File: config.mk
export PLATFORM = sky130hd
export DESIGN_NAME = spi_register_access_port_flat
export DESIGN_NICKNAME = d
export VERILOG_FILES = /design/src/pkg/spi_port_pkg.sv /design/src/pkg/spi_link_if.sv /design/src/rtl/pin_sync.sv /design/src/rtl/spi_register_access_port.sv /design/src/flat_wrapper.sv
export VERILOG_INCLUDE_DIRS = /design/src /design/src/pkg
export SDC_FILE = /design/constraint.sdc
export NUM_CORES = 1
export LEC_CHECK = 0
export ABC_AREA = 0
export BUFFER_PORTS_ARGS = -buffer_cell sky130_fd_sc_hd__buf_2
export CAP_MARGIN = 20
export CORE_MARGIN = 1.5
export CORE_UTILIZATION = 49
export CTS_BUF_LIST = sky130_fd_sc_hd__clkbuf_16
export DETAILED_ROUTE_END_ITERATION = 12
export GPL_ROUTABILITY_DRIVEN = 0
export PLACE_DENSITY_LB_ADDON = 0.3
export REMOVE_ABC_BUFFERS = 1
export SYNTH_ARGS = -nofsm -noshare
export SYNTH_HDL_FRONTEND = slang
export SYNTH_HIERARCHICAL = 1
export SYNTH_SLANG_ARGS = --single-unit
File: constraint.sdc
create_clock -name sys_clk -period 1.7 [get_ports sys_clk]
set_input_delay 0.34 -clock sys_clk [delete_from_list [all_inputs] [get_ports sys_clk]]
set_output_delay 0.34 -clock sys_clk [all_outputs]
set_load 0.01 [all_outputs]
File: src/pkg/spi_port_map.svh
`ifndef SPI_PORT_MAP_SVH
`define SPI_PORT_MAP_SVH

// Datagram layout
`define SPI_FRAME_BITS 40
`define SPI_DATA_BITS 32
`define SPI_ADDR_BITS 7
`define SPI_WR_BIT 39
`define SPI_STAT_HI 39
`define SPI_STAT_LO 32
`define SPI_WR_FLAG 8'h80

// Status byte field positions
`define STAT_RSVD 7
`define STAT_STOP_L2 6
`define STAT_STOP_L1 5
`define STAT_VEL2 4
`define STAT_VEL1 3
`define STAT_DRV_ERR2 2
`define STAT_DRV_ERR1 1
`define STAT_RESET 0

// Source bits in the ramp and global condition words
`define RAMP_STOP_L_BIT 0
`define RAMP_VEL_BIT 8
`define GLOB_RESET_BIT 0
`define GLOB_DRV1_BIT 1
`define GLOB_DRV2_BIT 2

// Reset values
`define STATUS_RESET 8'h00
`define REPLY_RESET 32'h0000_0000

// Timing
`define SYS_CLK_NS 8
`define SCK_HALF_NS 40
`define SCK_HALF_CYC ((`SCK_HALF_NS + `SYS_CLK_NS - 1) / `SYS_CLK_NS)
`define CS_GAP_NS 200
`define CS_GAP_CYC ((`CS_GAP_NS + `SYS_CLK_NS - 1) / `SYS_CLK_NS)
`define HOST_CNT_W 8

`endif

File: src/pkg/spi_port_pkg.sv
package spi_port_pkg;

  typedef struct packed {
    logic wr;
    logic [6:0] addr;
    logic [31:0] data;
  } datagram_s;

  typedef enum logic [4:0] {
    H_IDLE = 5'h01,
    H_LEAD = 5'h02,
    H_LOW = 5'h04,
    H_HIGH = 5'h08,
    H_GAP = 5'h10
  } host_state_e;

endpackage : spi_port_pkg

File: src/pkg/spi_link_if.sv
`timescale 1ns/1ns
`default_nettype none

interface spi_link_if;
  logic sck;
  logic chip_select_n;
  logic sdi;
  logic sdo;

  modport device (
    input sck,
    input chip_select_n,
    input sdi,
    output sdo
  );

  modport host (
    output sck,
    output chip_select_n,
    output sdi,
    input sdo
  );
endinterface : spi_link_if

`default_nettype wire

File: src/rtl/pin_sync.sv
`timescale 1ns/1ns
`default_nettype none

module pin_sync #(
  parameter logic IDLE = 1'b0
) (
  // Clock and reset
  input wire logic sys_clk,
  input wire logic nrst,
  // Pin side
  input wire logic pin_in,
  // Filtered level and its edges
  output logic level,
  output logic rise,
  output logic fall
);
  logic s1;
  logic s2;
  logic s3;

  always_ff @(posedge sys_clk) begin
    if (!nrst) begin
      s1 <= IDLE;
      s2 <= IDLE;
      s3 <= IDLE;
    end else begin
      s1 <= pin_in;
      s2 <= s1;
      s3 <= s2;
    end
  end

  // A change counts only once the last two stages agree
  always_ff @(posedge sys_clk) begin
    if (!nrst) begin
      level <= IDLE;
      rise <= 1'b0;
      fall <= 1'b0;
    end else begin
      rise <= (s2 == s3) && s3 && !level;
      fall <= (s2 == s3) && !s3 && level;
      if (s2 == s3) begin
        level <= s3;
      end
    end
  end
endmodule : pin_sync

`default_nettype wire

File: src/rtl/spi_register_access_port.sv
// Decided for this implementation: the register addresses and the plain strobed port.
`timescale 1ns/1ns
`default_nettype none
`include "spi_port_map.svh"

module spi_register_access_port (
  // Clock and reset
  input wire logic sys_clk,
  input wire logic nrst,
  // Serial link
  spi_link_if.device link,
  // Register set access
  output logic [6:0] reg_addr,
  output logic [31:0] reg_wdata,
  output logic reg_wr,
  output logic reg_rd,
  input wire logic [31:0] reg_rdata,
  // Status sources
  input wire logic [8:0] axis1_ramp_condition,
  input wire logic [8:0] axis2_ramp_condition,
  input wire logic [2:0] global_condition_register,
  // Frame results
  output logic frame_taken,
  output logic frame_short
);
  logic sck_rise;
  logic sck_fall;
  logic cs_lvl;
  logic cs_rise;
  logic cs_fall;
  logic sdi_lvl;
  logic [39:0] shreg;
  logic [5:0] bit_cnt;
  logic frame_full;
  spi_port_pkg::datagram_s cmd;
  logic capture;
  logic [7:0] status;
  logic [31:0] reply_data;
  logic [7:0] fresh_status;

  // Clock idles high, select idles high, data idles low
  pin_sync #(.IDLE(1'b1)) u_sck (
    .sys_clk(sys_clk),
    .nrst(nrst),
    .pin_in(link.sck),
    .level(),
    .rise(sck_rise),
    .fall(sck_fall)
  );

  pin_sync #(.IDLE(1'b1)) u_cs (
    .sys_clk(sys_clk),
    .nrst(nrst),
    .pin_in(link.chip_select_n),
    .level(cs_lvl),
    .rise(cs_rise),
    .fall(cs_fall)
  );

  pin_sync #(.IDLE(1'b0)) u_sdi (
    .sys_clk(sys_clk),
    .nrst(nrst),
    .pin_in(link.sdi),
    .level(sdi_lvl),
    .rise(),
    .fall()
  );

  // Status byte as it stands now
  always_comb begin
    fresh_status = 8'h00;
    fresh_status[`STAT_RSVD] = 1'b0;
    fresh_status[`STAT_STOP_L2] =
      axis2_ramp_condition[`RAMP_STOP_L_BIT];
    fresh_status[`STAT_STOP_L1] =
      axis1_ramp_condition[`RAMP_STOP_L_BIT];
    fresh_status[`STAT_VEL2] = axis2_ramp_condition[`RAMP_VEL_BIT];
    fresh_status[`STAT_VEL1] = axis1_ramp_condition[`RAMP_VEL_BIT];
    fresh_status[`STAT_DRV_ERR2] =
      global_condition_register[`GLOB_DRV2_BIT];
    fresh_status[`STAT_DRV_ERR1] =
      global_condition_register[`GLOB_DRV1_BIT];
    fresh_status[`STAT_RESET] =
      global_condition_register[`GLOB_RESET_BIT];
  end

  // Shift register: loaded with the reply, filled from the master.
  // After 40 rising edges the first bit received reaches the top,
  // so excess bits leave on the output 40 clocks late.
  always_ff @(posedge sys_clk) begin
    if (!nrst) begin
      shreg <= 40'h00_0000_0000;
    end else if (cs_fall) begin
      shreg <= {status, reply_data};
    end else if (sck_rise && !cs_lvl) begin
      shreg <= {shreg[38:0], sdi_lvl};
    end
  end

  // Counts rising edges up to a full datagram, then saturates
  always_ff @(posedge sys_clk) begin
    if (!nrst) begin
      bit_cnt <= 6'h00;
    end else if (cs_fall) begin
      bit_cnt <= 6'h00;
    end else if (sck_rise && !cs_lvl && !frame_full) begin
      bit_cnt <= bit_cnt + 6'h01;
    end
  end

  assign frame_full = (bit_cnt == 6'(`SPI_FRAME_BITS));

  // Output bit changes on the select's falling edge and after each clock falling edge inside a frame
  always_ff @(posedge sys_clk) begin
    if (!nrst) begin
      link.sdo <= 1'b0;
    end else if (cs_fall) begin
      link.sdo <= status[7];
    end else if (sck_fall && !cs_lvl) begin
      link.sdo <= shreg[`SPI_WR_BIT];
    end
  end

  // Command latch on the select's rising edge. A short frame is
  // dropped whole: its bits cannot form a datagram.
  always_ff @(posedge sys_clk) begin
    if (!nrst) begin
      cmd <= '0;
      frame_taken <= 1'b0;
      frame_short <= 1'b0;
    end else begin
      frame_taken <= cs_rise && frame_full;
      frame_short <= cs_rise && !frame_full;
      if (cs_rise && frame_full) begin
        cmd <= spi_port_pkg::datagram_s'(shreg);
      end
    end
  end

  // Register set strobes, one cycle after the command latch
  always_ff @(posedge sys_clk) begin
    if (!nrst) begin
      reg_wr <= 1'b0;
      reg_rd <= 1'b0;
      reg_addr <= 7'h00;
      reg_wdata <= 32'h0000_0000;
    end else begin
      reg_wr <= frame_taken && cmd.wr;
      reg_rd <= frame_taken && !cmd.wr;
      if (frame_taken) begin
        reg_addr <= cmd.addr;
        reg_wdata <= cmd.data;
      end
    end
  end

  // Read data arrive the cycle after the strobe
  always_ff @(posedge sys_clk) begin
    if (!nrst) begin
      capture <= 1'b0;
    end else begin
      capture <= reg_wr || reg_rd;
    end
  end

  // Status is taken at the strobe itself: the register set clears the
  // global flags on that same edge, so a read still reports them
  always_ff @(posedge sys_clk) begin
    if (!nrst) begin
      status <= `STATUS_RESET;
    end else if (reg_wr || reg_rd) begin
      status <= fresh_status;
    end
  end

  // Reply data for the next frame
  always_ff @(posedge sys_clk) begin
    if (!nrst) begin
      reply_data <= `REPLY_RESET;
    end else if (capture) begin
      if (cmd.wr) begin
        reply_data <= cmd.data;
      end else begin
        reply_data <= reg_rdata;
      end
    end
  end
endmodule : spi_register_access_port

`default_nettype wire

File: src/flat_wrapper.sv
// flat-port wrapper written by rule: the top's interface ports become plain ports
module spi_register_access_port_flat 
  (sys_clk, nrst, reg_addr, reg_wdata, reg_wr, reg_rd, reg_rdata, axis1_ramp_condition, axis2_ramp_condition, global_condition_register, frame_taken, frame_short, link_sck, link_chip_select_n, link_sdi, link_sdo);
  spi_link_if link_i ();
  input wire logic sys_clk;
  input wire logic nrst;
  output logic [6:0] reg_addr;
  output logic [31:0] reg_wdata;
  output logic reg_wr;
  output logic reg_rd;
  input wire logic [31:0] reg_rdata;
  input wire logic [8:0] axis1_ramp_condition;
  input wire logic [8:0] axis2_ramp_condition;
  input wire logic [2:0] global_condition_register;
  output logic frame_taken;
  output logic frame_short;
  input wire logic [$bits(link_i.sck)-1:0] link_sck;
  input wire logic [$bits(link_i.chip_select_n)-1:0] link_chip_select_n;
  input wire logic [$bits(link_i.sdi)-1:0] link_sdi;
  output wire logic [$bits(link_i.sdo)-1:0] link_sdo;
  assign link_i.sck = link_sck;
  assign link_i.chip_select_n = link_chip_select_n;
  assign link_i.sdi = link_sdi;
  assign link_sdo = link_i.sdo;
  spi_register_access_port u_core (.sys_clk(sys_clk), .nrst(nrst), .link(link_i), .reg_addr(reg_addr), .reg_wdata(reg_wdata), .reg_wr(reg_wr), .reg_rd(reg_rd), .reg_rdata(reg_rdata), .axis1_ramp_condition(axis1_ramp_condition), .axis2_ramp_condition(axis2_ramp_condition), .global_condition_register(global_condition_register), .frame_taken(frame_taken), .frame_short(frame_short));
endmodule
After elaboration in Yosys (flattened, before gate mapping)
Index checks and enable logic that the tools add are counted.
- mux-type cells: 5
- reductions and logical operators: 25
- bitwise gates (word level): 1
- equal/unequal tests: 4
- $add $sub $neg: 1
- operators with widths (cell ; number):
    40-bit two-way mux ; 2
    32-bit two-way mux ; 1
    1-bit logical AND ; 15
    6-bit by 1-bit adder with 6-bit output (second input constant) ; 1
    6-bit == test (second input constant) ; 1
    1-bit zero test ; 6
    2-bit nonzero test ; 2
    1-bit == test ; 3
    1-bit two-way mux ; 2
    2-bit OR reduction ; 1
    1-bit logical OR ; 1
    1-bit inverter ; 1
- register bits: 186
- word-level logic and storage cells: 67
- output and inout bits: 44
- input bits: 58

Depth between registers and ports, before layout
- depth in word-level cells: 4
- depth in mapped cells: 7
- mapped depth without buffers: 5

Cells and area by module
The synthesis kept the hierarchy.
- by module, submodules not included (module ; times used ; cells each ; area each (µm²) ; seq. area each (µm²)):
    spi_register_access_port ; 1 ; 713 ; 7240.7 ; 3403.3
    pin_sync (u_core.u_cs ...) ; 2 ; 18 ; 193.9 ; 120.1
    pin_sync (u_core.u_sdi) ; 1 ; 18 ; 201.4 ; 120.1

Worst setup path before layout
OpenSTA, ideal clock, no wires.
- kind: reg-to-reg
- start point: reg u_core.bit_cnt[0]
- end point: reg u_core/cmd[0] in the netlist's numbering
- period minus slack after synthesis: 1409 ps
- path buffers: 2
- stages on the path, launching flop included: 8
- library setup time: 72 ps
- arrival: 1338 ps
- setup slack: 291 ps
- required time: 1628 ps
- cells stage by stage: dfxtp_1 > inv_1 > ha_1 > nand4b_2 > nor3b_2 > buf_6 > buf_12 > mux2i_1
- word-level cells in the longest chain between the ends: 2
- ends and longest elaborated chain (what ; line ; RTL):
    start, declared ; spi_register_access_port.sv:33 ; logic [5:0] bit_cnt;
    start signal, assigned ; spi_register_access_port.sv:107 ; bit_cnt <= bit_cnt + 6'h01;
    6-bit == test ; spi_register_access_port.sv:111 ; assign frame_full = (bit_cnt == 6'(`SPI_FRAME_BITS));
    1-bit logical AND ; spi_register_access_port.sv:134 ; if (cs_rise && frame_full) begin
    end signal, assigned ; spi_register_access_port.sv:135 ; cmd <= spi_port_pkg::datagram_s'(shreg);
    end, declared ; spi_register_access_port.sv:35 ; spi_port_pkg::datagram_s cmd;
No other way between the ends.
A chain may end at the register's enable or synchronous reset.

Final worst setup path
- start point: reg u_core.bit_cnt[0]
- end point: reg u_core/cmd[27] in the netlist's numbering
Same word-level chain as after synthesis.

==> results by stage <==
Power and ir drop:
- Of the total power, the share spent switching nets is roughly 21%.
- The completed layout was analyzed and its total power is 8713 uW.
- The leakage power summed over all cells is 0.003596 uW.
- The power per cell area is about 960 nW/um2.
- The register share of total power is roughly 50%.
- The analysis attributes to net switching a power of 1794 uW.
- Combinational cells account for 2.7% of the total power.
- The worst-case IR drop observed on VDD is 0.7666 mV.
- The clock network accounts for a little under half of the total power.
- The internal portion of the total power is 6919 uW.

Final layout:
- In the final layout, the share of cells above drive strength 1 is 17.51%.
- The synthesis-to-finish area growth is 16.58%.
- The number of fillers in the final layout is around 1300.
- The finished cells cover between 9000 and 10000 um2.
- The net count of the finished layout is 887.
- The number of antenna repair diodes is 0.

Floorplanning:
- The initial utilization of the core area, before any placement, comes to 50.69%.
- about 100 I/O pins were placed.
- The die span in x is 128.9 um.
- Row generation in the floorplan step produced 45 rows.
- In this run the vertical extent of the chip is ~130 um.
- The die covers 16610 um2.
- The area of the core is ~15000 um2.

Route:
- The routed via count divided by cell count is 5.343.
- The number of iterations in the first detailed-routing pass is 4.
- The routed via count is 5583.
- The routed wirelength normalized by instance count is 14.95 um.
- The DRC violation count after routing is 0.
- The detail route stage leaves a number of antenna-violating nets equal to 0.
- The detailed-route wire length is 15630 um.
- The detailed router finished its first iteration with 377 violations.

Timing:
- The count of final setup violators is 0.
- On the final layout, the worst clock skew is 0.01069 ns.
- The part of the cycle the worst path needs is 98.84%.
- The worst pin sits at a relative slew slack of 61.89%.
- At the pin with the least slew margin, the transition time is 0.5696 ns.
- The max-slew violation count is 0.
- For this run, the top clock speed supported by timing is 595.1 MHz.
- The minimum clock period after layout is ~1.7 ns.
- The hold violation total from the final report is 0.
- The setup TNS is 0 ns.

Global routing:
- In the global route stage, overall resource usage came out at between 10% and 20%.
- The first-pass GRT wire length is 25470 um.
- The number of antenna violations at the first check in global routing is 0.
- The via count of the first global-routing pass was 5244.
- The remaining global-route overflow is 0.
- Entering global routing, the biggest net connects 88 pins.

Place:
- In this run the tool buffered the top-level ports with 87 buffer cells.
- The post-place instance area is 8381 um2.
- Summed over all nets, the half-perimeter wirelength after detailed placement is 9600 um.

CTS:
- The TritonCTS clock tree is done.
- In this run the clock root is driven by a sky130_fd_sc_hd__clkbuf_16.
- Counting every sink on the clock net gives 186.
- The number of clock buffers inserted by TritonCTS is 17.
- The clock passes through at most 2 buffers.
- Clock-pin slew was measured on the worst setup and hold paths at 0.06 ns.
- Clock latency on the worst-skew pair, taken at its later pin, is 0.43 ns.
- The number of levels in the clock H-tree is 4.

Synthesis:
- For this run, the number of Yosys warnings is 6.
- The cell area after technology mapping is about 7800 um2.
- After synthesis, the mean cell area works out to 10.20 um2.
- Synthesis produced a netlist whose cell count is 761.

Critical path:
- Among all stages on the critical path, the largest delay is contributed by sky130_fd_sc_hd__dfxtp_1.
- The category of cells accounting for the largest share of critical-path delay is buffers and inverters.
- The worst setup path is launched from a flop.
- The critical path data required time is between 2 and 2.5 ns.
- The largest fanout on the critical path is 14.
- The critical path arrival is 2.03 ns.
- STA classifies the critical path endpoint as a flop.
- The critical path in this run is classified as flop to flop.
- In this design, the stage delay of the slowest critical-path cell is 0.35 ns.
- The critical path goes through inv_1, ha_2, nand4b_4, nor3b_4, buf_4, clkbuf_16, mux2i_1.
- The count of buffering cells on the critical path with inverters included is 3.

Run status:
- The run finished with clean final reports.

Hold path:
- The type of the worst min-delay path is input pin to flop.

Job:
- The number of max-capacitance violations reported is 0.
## cells in the final DEF, fill, tap and decap left out, drive strengths merged
| cell | count |
|---|---|
| a21boi | 7 |
| a21oi | 5 |
| and2 | 4 |
| and3 | 3 |
| buf | 106 |
| bufinv | 4 |
| clkbuf | 18 |
| clkinv | 4 |
| clkinvlp | 3 |
| dfxtp | 186 |
| ha | 7 |
| inv | 11 |
| mux2i | 154 |
| nand2 | 135 |
| nand2b | 7 |
| nand3 | 1 |
| nand3b | 1 |
| nand4b | 1 |
| nor2 | 5 |
| nor2b | 43 |
| nor3b | 1 |
| o211a | 33 |
| o211ai | 2 |
| o21a | 1 |
| o21ai | 48 |
| o311a | 39 |
| o31ai | 1 |
| or3 | 2 |
| or3b | 1 |
| or4 | 1 |
## registers in the layout, summed over array words and instances (netlist names), 6 cells and up
name,flops
u_core/shreg,40
u_core/cmd,40
u_core/reg_wdata,32
u_core/reg_addr,7
u_core/reply_data,32
u_core/bit_cnt,6
u_core/status,7
## power groups by stage
stage	Clock, uW	Combinational [uW]	Sequential, uW
after floorplan	0	80.2	4490
after global placement	0	229	4490
after detailed placement	0	236	4490
after CTS	4160	237	4390
final	4080	236	4390
after global routing	4340	262	4390
## timing repair
item	in CTS	in global routing
setup endpoints to repair	3	40
gates resized for setup	0	4
hold buffers	0	0
gates cloned	0	1
pin swaps	0	1
setup buffers	0	3
## routing by layer
| metal | vias to the layer above | routed length [um] | global-route usage (%) |
|---|---|---|---|
| li1 | 2804 | - | - |
| met1 | 2665 | 7388 | 24.86 |
| met2 | 98 | 7501 | 32.37 |
| met3 | 16 | 575 | 5.073 |
| met4 | 0 | 159 | 5.948 |
| met5 | - | 0 | 0 |
## worst paths after layout
check                                        from         endpoint  slack (ns)  cells past startpoint
worst max-delay path            u_core/bit_cnt[0]   u_core/cmd[27]        0.02                      7
worst min-delay path                     link_sck  u_core/u_sck/s1        0.09                      2
worst max register to register  u_core/bit_cnt[0]   u_core/cmd[27]        0.02                      7
worst min register to register     u_core/u_cs/s1   u_core/u_cs/s2        0.41                      1
## per-stage QoR
stage                     util [%]  worst slack [ns]  hold slack [ns]  instances
after floorplan                  -            -1.716           0.3863        696
after global placement       54.72           0.09668           0.3991       1010
after detailed placement     54.72          0.004294           0.4033       1010
after CTS                    58.67          -0.01825          0.07387       1041
after global routing         59.10          -0.03691          0.07245       1045
final                        59.10           0.01966          0.09379       1045
## final cells by class
type / instances / area, um2 / share of cell area (%)
clock buffer: 17 / 425.4 / 4.700
multi-input combinational: 502 / 3680 / 40.66
inverter: 8 / 30.03 / 0.3318
sequential: 186 / 3731 / 41.22
clock inverter: 14 / 178.9 / 1.977
timing repair buffer: 107 / 742.0 / 8.197
tap: 211 / 264.0 / 2.917
Note: power is estimated with default switching activity, not from simulation.
